`config.mk`:
```
export PLATFORM = sky130hd
export DESIGN_NAME = cpu_ctl
export DESIGN_NICKNAME = d
export VERILOG_FILES = /design/src/cpu_ctl_pkg.sv /design/src/pin_sync3.sv /design/src/cpu_ctl.sv
export SDC_FILE = /design/constraint.sdc
export NUM_CORES = 1
export LEC_CHECK = 0
export ABC_AREA = 1
export BUFFER_PORTS_ARGS = -buffer_cell sky130_fd_sc_hd__buf_4
export CORE_AREA = 2 2 58 114
export DETAILED_ROUTE_END_ITERATION = 8
export DIE_AREA = 0 0 60 116
export PLACE_DENSITY = 0.82
export SYNTH_ARGS = -nofsm -noshare
export SYNTH_HDL_FRONTEND = slang
export SYNTH_HIERARCHICAL = 1
export SYNTH_SLANG_ARGS = --single-unit
```
`constraint.sdc`:
```
create_clock -name pclk -period 3.9 [get_ports pclk]
set_input_delay 0.195 -clock pclk [delete_from_list [all_inputs] [get_ports pclk]]
set_output_delay 0.195 -clock pclk [all_outputs]
set_load 0.03 [all_outputs]
```
`src/cpu_ctl_pkg.sv`:
```
// Package with register map, field positions and encodings for the CPU control block.
`default_nettype none
package cpu_ctl_pkg;
    localparam int ADDR_W = 8;
    localparam logic [ADDR_W-1:0] OFS_CTRL = 8'h00;
    localparam logic [ADDR_W-1:0] OFS_CMD = 8'h04;
    localparam logic [ADDR_W-1:0] OFS_STATUS = 8'h08;
    localparam logic [ADDR_W-1:0] OFS_INTACK = 8'h0C;
    localparam logic [ADDR_W-1:0] OFS_VECTOR = 8'h10;
    localparam int CTRL_IF_BIT = 0;
    localparam int CTRL_TYPE_LSB = 8;
    localparam int CMD_CODE_LSB = 0;
    localparam int CMD_START_BIT = 3;
    localparam int CMD_INSTR_END_BIT = 4;
    localparam int CMD_WAIT_BIT = 5;
    localparam int ST_STATE_LSB = 0;
    localparam int ST_MAX_BIT = 4;
    localparam int ST_NMI_PEND_BIT = 5;
    localparam int ST_WAITING_BIT = 6;
    localparam int ST_CORE_RST_BIT = 7;
    localparam int ACK_IRQ_BIT = 0;
    localparam int ACK_NMI_BIT = 1;
    localparam int ACK_TYPE_LSB = 8;
    localparam int TYPE_W = 8;
    localparam logic [2:0] STATUS_PASSIVE = 3'h7;
    localparam logic [TYPE_W-1:0] NMI_TYPE = 8'h02;
    localparam logic [TYPE_W-1:0] IRQ_TYPE_RESET = 8'h08;
    localparam int VEC_SHIFT = 2;
    localparam int RESET_MIN_CYCLES = 4;
    localparam int WAIT_TEST_LAT = 4;

    typedef enum logic [2:0] {
        BUS_IDLE = 3'b000,
        BUS_LEAD = 3'b001,
        BUS_STATE_ONE = 3'b010,
        BUS_STATE_TWO = 3'b011,
        BUS_STATE_THREE = 3'b100,
        BUS_WAIT_STATE = 3'b101,
        BUS_TAIL = 3'b110
    } bus_state_e;
endpackage
`default_nettype wire

```
`src/pin_sync3.sv`:
```
// Three-stage pin synchroniser that accepts a change once stages two and three agree.
`timescale 1ns/10ps
`default_nettype none
module pin_sync3 #(
    parameter logic RESET_VAL = 1'b0
) (
    input wire logic pclk,
    input wire logic presetn,
    input wire logic d,
    output logic q
);
    logic s1_q;
    logic s2_q;
    logic s3_q;

    always_ff @(posedge pclk or negedge presetn)
    begin
        if (!presetn)
        begin
            s1_q <= RESET_VAL;
            s2_q <= RESET_VAL;
            s3_q <= RESET_VAL;
        end
        else
        begin
            s1_q <= d;
            s2_q <= s1_q;
            s3_q <= s2_q;
        end
    end

    // The first stage is only read by the second, so a metastable value never reaches logic.
    always_ff @(posedge pclk or negedge presetn)
    begin
        if (!presetn)
            q <= RESET_VAL;
        else if (s2_q == s3_q)
            q <= s3_q;
    end
endmodule
`default_nettype wire

```
`src/cpu_ctl.sv`:
```
// CPU control inputs, interrupt sampling, wait/test handling and maximum mode bus status.
// Summary of operation
// - Bus cycle stays open until acknowledge seen.
// - Maskable request sampled at instruction end.
// - Maskable request ignored while enable flag clear.
// - Maskable request passes internal synchroniser.
// - Handler address comes from vector table.
// - Wait instruction idles until test low.
// - Test input synchronised on every rising clock edge.
// - Non-maskable input edge triggered, type two.
// - Rising edge serviced at instruction end, unmaskable.
// - Non-maskable input synchronised before edge detect.
// - Reset abandons current operation at once.
// - Reset synchronised; restart from start state.
// - Mode input low selects maximum mode status.
// - Status valid in four, one, two; passive after. Code holds it active until ready_in is seen in state two, three or wait.
// - Status leaving passive starts, returning ends cycle.
// - Enable flag shown on status line each cycle.
`timescale 1ns/10ps
`default_nettype none
module cpu_ctl
    import cpu_ctl_pkg::*;
#(
    parameter logic [31:0] VECTOR_BASE = 32'h0000_0000
) (
    input wire logic pclk,
    input wire logic presetn,
    input wire logic psel,
    input wire logic penable,
    input wire logic pwrite,
    input wire logic [ADDR_W-1:0] paddr,
    input wire logic [31:0] pwdata,
    output logic [31:0] prdata,
    output logic pready,
    output logic pslverr,
    input wire logic ready_in,
    input wire logic maskable_irq_in,
    input wire logic nmi_in,
    input wire logic test_n_in,
    input wire logic reset_in,
    input wire logic mode_select_in,
    output logic [2:0] bus_cycle_status_out,
    output logic irq_enable_status_line,
    output logic irq_ack_out
);
    logic irq_s;
    logic nmi_s;
    logic test_s;
    logic rst_s;
    logic mode_s;
    logic nmi_prev_q;
    logic nmi_pend_q;
    logic if_flag_q;
    logic [TYPE_W-1:0] irq_type_q;
    logic irq_taken_q;
    logic nmi_taken_q;
    logic [TYPE_W-1:0] taken_type_q;
    logic [31:0] vector_q;
    logic waiting_q;
    logic max_mode_q;
    logic mode_caught_q;
    logic [2:0] code_q;
    logic [2:0] status_q;
    bus_state_e state_q;
    bus_state_e state_d;
    logic wr_en;
    logic rd_en;
    logic addr_ok;
    logic cmd_wr;
    logic start_req;
    logic instr_end;
    logic wait_req;
    logic nmi_edge;
    logic take_nmi;
    logic take_irq;
    logic [31:0] rdata_d;

    pin_sync3 #(.RESET_VAL(1'b0)) u_irq_sync (
        .pclk(pclk), .presetn(presetn), .d(maskable_irq_in), .q(irq_s)
    );
    pin_sync3 #(.RESET_VAL(1'b0)) u_nmi_sync (
        .pclk(pclk), .presetn(presetn), .d(nmi_in), .q(nmi_s)
    );
    pin_sync3 #(.RESET_VAL(1'b1)) u_test_sync (
        .pclk(pclk), .presetn(presetn), .d(test_n_in), .q(test_s)
    );
    pin_sync3 #(.RESET_VAL(1'b1)) u_rst_sync (
        .pclk(pclk), .presetn(presetn), .d(reset_in), .q(rst_s)
    );
    pin_sync3 #(.RESET_VAL(1'b1)) u_mode_sync (
        .pclk(pclk), .presetn(presetn), .d(mode_select_in), .q(mode_s)
    );

    // Every register answers in its access cycle, so the bus never sees a wait state.
    assign pready = 1'b1;
    assign addr_ok = (paddr == OFS_CTRL) || (paddr == OFS_CMD) || (paddr == OFS_STATUS) ||
                     (paddr == OFS_INTACK) || (paddr == OFS_VECTOR);
    assign pslverr = psel && penable && !addr_ok;
    assign wr_en = psel && penable && pwrite && addr_ok;
    assign rd_en = psel && !penable && !pwrite;
    assign cmd_wr = wr_en && (paddr == OFS_CMD) && !rst_s;
    assign start_req = cmd_wr && pwdata[CMD_START_BIT];
    assign instr_end = cmd_wr && pwdata[CMD_INSTR_END_BIT];
    assign wait_req = cmd_wr && pwdata[CMD_WAIT_BIT];
    assign nmi_edge = nmi_s && !nmi_prev_q;
    assign take_nmi = instr_end && (nmi_pend_q || nmi_edge);
    assign take_irq = instr_end && !take_nmi && irq_s && if_flag_q;
    assign irq_ack_out = irq_taken_q || nmi_taken_q;

    // The mode strap is caught once after reset, so a moving pin cannot flip the bus mid-cycle.
    always_ff @(posedge pclk or negedge presetn)
    begin
        if (!presetn)
        begin
            mode_caught_q <= 1'b0;
            max_mode_q <= 1'b0;
        end
        else if (rst_s)
            mode_caught_q <= 1'b0;
        else if (!mode_caught_q)
        begin
            mode_caught_q <= 1'b1;
            max_mode_q <= !mode_s;
        end
    end

    always_ff @(posedge pclk or negedge presetn)
    begin
        if (!presetn)
        begin
            if_flag_q <= 1'b0;
            irq_type_q <= IRQ_TYPE_RESET;
        end
        else if (rst_s)
            if_flag_q <= 1'b0;
        else if (wr_en && paddr == OFS_CTRL)
        begin
            if_flag_q <= pwdata[CTRL_IF_BIT];
            irq_type_q <= pwdata[CTRL_TYPE_LSB +: TYPE_W];
        end
    end

    always_ff @(posedge pclk or negedge presetn)
    begin
        if (!presetn)
            irq_enable_status_line <= 1'b0;
        else
            irq_enable_status_line <= if_flag_q;
    end

    // The edge detector resets low like the idle pin, so leaving reset cannot fake an edge.
    always_ff @(posedge pclk or negedge presetn)
    begin
        if (!presetn)
        begin
            nmi_prev_q <= 1'b0;
            nmi_pend_q <= 1'b0;
        end
        else
        begin
            nmi_prev_q <= nmi_s;
            if (rst_s || take_nmi)
                nmi_pend_q <= 1'b0;
            else if (nmi_edge)
                nmi_pend_q <= 1'b1;
        end
    end

    // A fresh interrupt taken in the cycle that software clears the flags keeps its flag.
    always_ff @(posedge pclk or negedge presetn)
    begin
        if (!presetn)
        begin
            irq_taken_q <= 1'b0;
            nmi_taken_q <= 1'b0;
            taken_type_q <= '0;
            vector_q <= '0;
        end
        else if (rst_s)
        begin
            irq_taken_q <= 1'b0;
            nmi_taken_q <= 1'b0;
        end
        else
        begin
            if (take_nmi || take_irq)
            begin
                taken_type_q <= take_nmi ? NMI_TYPE : irq_type_q;
                vector_q <= VECTOR_BASE + (32'(take_nmi ? NMI_TYPE : irq_type_q) << VEC_SHIFT);
            end
            if (take_irq)
                irq_taken_q <= 1'b1;
            else if (wr_en && paddr == OFS_INTACK && pwdata[ACK_IRQ_BIT])
                irq_taken_q <= 1'b0;
            if (take_nmi)
                nmi_taken_q <= 1'b1;
            else if (wr_en && paddr == OFS_INTACK && pwdata[ACK_NMI_BIT])
                nmi_taken_q <= 1'b0;
        end
    end

    // Test is seen through the synchroniser, so a wait ends some edges after the pin falls.
    always_ff @(posedge pclk or negedge presetn)
    begin
        if (!presetn)
            waiting_q <= 1'b0;
        else if (rst_s)
            waiting_q <= 1'b0;
        else if (wait_req)
            waiting_q <= test_s;
        else if (waiting_q && !test_s)
            waiting_q <= 1'b0;
    end

    // Acknowledge is used as it arrives, which saves latency but needs it synchronous already.
    always_comb
    begin
        state_d = state_q;
        unique case (state_q)
            BUS_IDLE: if (start_req) state_d = BUS_LEAD;
            BUS_LEAD: state_d = BUS_STATE_ONE;
            BUS_STATE_ONE: state_d = BUS_STATE_TWO;
            BUS_STATE_TWO: state_d = BUS_STATE_THREE;
            BUS_STATE_THREE, BUS_WAIT_STATE: state_d = ready_in ? BUS_TAIL : BUS_WAIT_STATE;
            BUS_TAIL: state_d = start_req ? BUS_LEAD : BUS_IDLE;
            default: state_d = BUS_IDLE;
        endcase
    end

    always_ff @(posedge pclk or negedge presetn)
    begin
        if (!presetn)
            state_q <= BUS_IDLE;
        else if (rst_s)
            state_q <= BUS_IDLE;
        else
            state_q <= state_d;
    end

    // The last code is kept for software, even in minimum mode where the pins stay passive.
    always_ff @(posedge pclk or negedge presetn)
    begin
        if (!presetn)
            code_q <= STATUS_PASSIVE;
        else if (start_req && (state_q == BUS_IDLE || state_q == BUS_TAIL))
            code_q <= pwdata[CMD_CODE_LSB +: 3];
    end

    // Status is registered so the external controller sees glitch-free codes.
    always_ff @(posedge pclk or negedge presetn)
    begin
        if (!presetn)
            status_q <= STATUS_PASSIVE;
        else if (rst_s || !max_mode_q)
            status_q <= STATUS_PASSIVE;
        else if (start_req && (state_q == BUS_IDLE || state_q == BUS_TAIL))
            status_q <= pwdata[CMD_CODE_LSB +: 3];
        else if ((state_q == BUS_STATE_TWO || state_q == BUS_STATE_THREE || state_q == BUS_WAIT_STATE) && ready_in)
            status_q <= STATUS_PASSIVE;
    end
    assign bus_cycle_status_out = status_q;

    always_comb
    begin
        rdata_d = '0;
        unique case (paddr)
            OFS_CTRL:
            begin
                rdata_d[CTRL_IF_BIT] = if_flag_q;
                rdata_d[CTRL_TYPE_LSB +: TYPE_W] = irq_type_q;
            end
            OFS_CMD: rdata_d[CMD_CODE_LSB +: 3] = code_q;
            OFS_STATUS:
            begin
                rdata_d[ST_STATE_LSB +: 3] = state_q;
                rdata_d[ST_MAX_BIT] = max_mode_q;
                rdata_d[ST_NMI_PEND_BIT] = nmi_pend_q;
                rdata_d[ST_WAITING_BIT] = waiting_q;
                rdata_d[ST_CORE_RST_BIT] = rst_s;
            end
            OFS_INTACK:
            begin
                rdata_d[ACK_IRQ_BIT] = irq_taken_q;
                rdata_d[ACK_NMI_BIT] = nmi_taken_q;
                rdata_d[ACK_TYPE_LSB +: TYPE_W] = taken_type_q;
            end
            OFS_VECTOR: rdata_d = vector_q;
            default: rdata_d = '0;
        endcase
    end

    // Read data is caught in the setup cycle, so a register moving during the access shows its older value.
    always_ff @(posedge pclk or negedge presetn)
    begin
        if (!presetn)
            prdata <= '0;
        else if (rd_en)
            prdata <= rdata_d;
    end

    wait_hold_a: assert property (@(posedge pclk) disable iff (!presetn)
        (state_q == BUS_STATE_THREE || state_q == BUS_WAIT_STATE) && !ready_in && !rst_s |=> state_q == BUS_WAIT_STATE)
        else $error("Bus left wait without acknowledge.");

    state_order_a: assert property (@(posedge pclk) disable iff (!presetn)
        state_q == BUS_LEAD && !rst_s ##1 !rst_s [*2] |-> state_q == BUS_STATE_TWO && $past(state_q) == BUS_STATE_ONE)
        else $error("Bus states out of order.");

    min_passive_a: assert property (@(posedge pclk) disable iff (!presetn)
        !max_mode_q |=> status_q == STATUS_PASSIVE)
        else $error("Status active in minimum mode.");

    status_end_a: assert property (@(posedge pclk) disable iff (!presetn)
        state_q == BUS_WAIT_STATE && ready_in && !start_req |=> status_q == STATUS_PASSIVE && state_q == BUS_TAIL)
        else $error("Status not passive at cycle end.");

    irq_mask_a: assert property (@(posedge pclk) disable iff (!presetn)
        instr_end && !if_flag_q && !rst_s && !nmi_pend_q && !nmi_edge |=> !$rose(irq_taken_q))
        else $error("Masked request was taken.");

    nmi_type_a: assert property (@(posedge pclk) disable iff (!presetn)
        instr_end && nmi_pend_q && !rst_s |=> nmi_taken_q && taken_type_q == NMI_TYPE &&
        vector_q == VECTOR_BASE + (32'(NMI_TYPE) << VEC_SHIFT))
        else $error("Pending edge not serviced as type two.");

    test_wait_a: assert property (@(posedge pclk) disable iff (!presetn)
        waiting_q && !test_s && !wait_req |=> !waiting_q)
        else $error("Wait did not end on low test.");

    flag_line_a: assert property (@(posedge pclk) disable iff (!presetn)
        $changed(if_flag_q) |-> ##1 irq_enable_status_line == $past(if_flag_q))
        else $error("Enable status line lags flag.");

    reset_abort_a: assert property (@(posedge pclk) disable iff (!presetn)
        rst_s |=> state_q == BUS_IDLE && status_q == STATUS_PASSIVE && !waiting_q)
        else $error("Reset did not abandon activity.");
endmodule
`default_nettype wire

```
==> results list <==
- STA classifies the critical path startpoint as a flop.
- Synth unique cells: 34
- Top FF cell, synth: dfrtp_1
- Post-synthesis instance area: 3310 um2
* Filler cell count: 485
- Post-CTS timing repair inserted 0 buffers for setup.
* Clock-pin slew of the registers on the worst-case setup and hold paths: 60 ps
* Power density normalized to cell area: 434 nW/um2
* Number of gates resized after CTS: 0
* Average size of a mapped cell: 8.95 um2
- Sequential share of the synthesized area: 0.536
- Quantity of I/O buffers inserted on ports: 54
- Synthesis warning total: 6
- Most common cell after layout, fill and taps aside: nand2_1
* Clock sink total: 70
* CTS root buf: clkbuf_16
- The total area inside the core boundary comes to 6060 um2.
* Count of antenna diodes in the layout: 0
- Vias in the first global route: 2,531
- The clock arrives with 6.01 ps of skew.
- In this run the count of I/O pins placed on the die edge is 90.
* Starting DRT DRC Count: 115
* Synth Instances: 370
- Final number of max-transition violations: 0
- For this configuration, the core starts out at a cell density of 0.547.
- Highest metal layer with signal wires: met4
- Utilization after layout: 0.675
- Endpoint type of the worst setup path: flop
- Area occupied by registers: 1780 um2
* Number of synthesized flops with an enable pin: 0
- In the global route stage, overall resource usage came out at 0.218.
* Net count of the finished layout: 486
* Height of the chip: 116 um
- Crit Reg-Reg Endpoint: vector_q[6]$_DFFE_PN0P_
- Minimum setup slack among reg-to-reg paths: 2340 ps
* Maximum frequency from static timing analysis: 639 MHz
* Cell area reported after detailed placement: 3730 um2
- TritonCTS built the clock tree.
* Total clock buffers created by CTS: 9
- Setup violations remaining at the end of the flow were counted as 0.
* Met2 wirelength from detailed routing: 3750 um
- Worst reg2reg startpoint: u_rst_sync/q$_DFFE_PN1N_
- Die Outline Area: 6960 um2
- FF+latch count, synth: 70
* Proportion of register bits with asynchronous set or reset after synthesis: 1.00
- Wire length on met1: 2530 um
- IR analysis of the VDD net gives a maximum drop of 0.373 mV.
- WL/cell: 13.2 um
- The critical path ends at vector_q[6]$_DFFE_PN0P_.
* Relative area change from synthesis to final layout: 23.5%
* WS Path Type: flop to flop
* Minimum clock period after layout: 1560 ps
- Biggest fanout along the worst timing path: 13
- In the routed layout, each cell is associated on average with a via count of 4.90.
- In this run, placement finished with an instance count of 502.
- For this run, design rule violations remaining after detail routing come to 0.
- Required time of the critical path: 4170 ps
- Data on the critical path arrives at its endpoint at 1830 ps.
* Clock buffer depth: 2
* Max capacitance violation total: 0
* Status: finished, final reports clean
* H-tree depth: 3
- Pin count of the biggest net entering global routing: 71
- Summed over all cells, the static leakage comes to 2.20 nW.
- First-pass detailed-route iteration total: 4
- Antenna violations before repair: 0
- The clock reaches the later pin of the worst-skew pair after 330 ps.
* Final Instance Area: 4090 um2
- Multi-input logic area: 1210 um2
- Fraction of layout cells with a size suffix above 1: 0.282
- Once detail routing completed, the nets flagged for antenna violations numbered 0.
- The final layout contains routed wiring with a total length of 6930 um.
- Global route total overflow: 0
- Number of cells on the worst reg-to-reg path: 6
- Final Wtd Congestion: 0.897
- Critical path launch point: u_rst_sync/q$_DFFE_PN1N_
* Max_slew headroom: 0.428
- Adding up every negative setup slack in the final design gives 0 ps.
- Horizontal die dimension: 60 um
- For the pin with the worst max-slew slack, the measured transition is 858 ps.
- Unrepaired setup endpoints after global routing: false
- Detailed placement ended at an HPWL of 5020 um.
- Row generation in the floorplan step produced 40 rows.
* Most frequent cells in the layout: 83 x nand2_1, 55 x buf_4, 53 x inv_1, 51 x dfrtp_1, 26 x nor2_1
* Worst min-delay path category: input pin to flop
- Final standard cell count with taps included and fillers excluded: 524
* Hold violation total from the final report: 0
* Met3 routed wirelength: 259 um
- Dividing the final minimum period by the clock period gives 0.401.
- Wire length of the first global-routing pass: 11,100 um
- The design draws 0.00177 W.
- Summing over every cut layer, the via total after detailed routing is 2,566.
where the power goes:
group	internal (W)	switching [W]	leakage, nW	total, W
registers	0.000764	0.0000218	0.856	0.000786
logic	0.0000592	0.000117	1.20	0.000176
clock network	0.000516	0.000296	0.143	0.000812
total	0.00134	0.000435	2.20	0.00177
worst max-delay path, stage by stage, from the launching register on:
cell	delay (ps)
dfstp_2	690
inv_2	180
nand4_1	220
inv_2	100
nand2_2	140
nand3_1	100
nand2_1	70
kinds of logic (layout without fill, tap and decap cells):
family          Yosys count  count (layout)  share of synthesized area
compound gates           52              52                     0.0971
buf+inv                  83             138                      0.117
flops                    70              70                      0.536
other cells               2              17                    0.00227
simple gates            163             163                      0.248
state kept, by name, summed over array words and instances, names as in the netlist, 3 cells and up:
register              count
prdata                   16
irq_type_q                8
vector_q                  8
code_q                    3
state_q                   3
bus_cycle_status_out      3
per-layer routing:
metal	vias to the layer above	GRT usage
met1	1206	0.227
met3	21	0.0313
met4	0	0.193
met5	-	0
met2	77	0.363
li1	1262	-
final cells by class:
type,count,area share
well taps,84,0.0257
clock inverters,4,0.0135
inverters,61,0.0560
flip-flops and latches,70,0.434
clock buffers,12,0.0603
repair buffers,61,0.116
multi-input cells,232,0.295
Yosys cell counts, types with 2 or more instances:
cell	instances	share of area
nor2_1	26	0.029
nand2_2	5	0.0094
inv_2	7	0.0079
o21ai_0	14	0.021
nor2_2	5	0.0094
o21ai_1	5	0.0076
a21oi_2	5	0.013
dfstp_2	19	0.15
o22ai_1	5	0.0094
nand2_4	5	0.017
nor2_4	2	0.0068
inv_1	53	0.060
buf_4	18	0.041
clkbuf_1	3	0.0034
dfrtp_1	51	0.39
nand2_1	83	0.094
nand4_1	5	0.0094
nand3_1	23	0.035
conb_1	2	0.0023
a21oi_1	11	0.017
o221ai_1	5	0.013
o21a_1	4	0.0091
nor2_8	3	0.018
worst min path at each step:
stage	to	from	cells after the start	slack (ps)
floorplan	if_flag_q$_DFFE_PN0P_	presetn	0	-100
global placement	u_test_sync/s1_q$_DFF_PN1_	test_n_in	1	300
detailed placement	u_rst_sync/s1_q$_DFF_PN1_	reset_in	1	300
CTS	code_q[2]$_DFFE_PN1P_	pwdata[2]	3	90
global route	code_q[2]$_DFFE_PN1P_	pwdata[2]	3	110
finish	code_q[2]$_DFFE_PN1P_	pwdata[2]	3	90
through the flow:
step	hold slack, ps	worst slack (ps)
2_1_floorplan	-101	2620
3_3_place_gp	303	2300
3_5_place_dp	304	2230
4_1_cts	86.7	2330
5_1_grt	109	2260
6_report	93.4	2340
repair_timing:
item | 4_1_cts | 5_1_grt
endpoints found under the hold margin | 6 | 0
hold buffers | 6 | 0
setup endpoints to repair | 0 | 0
(Power assumes the default switching activity.)
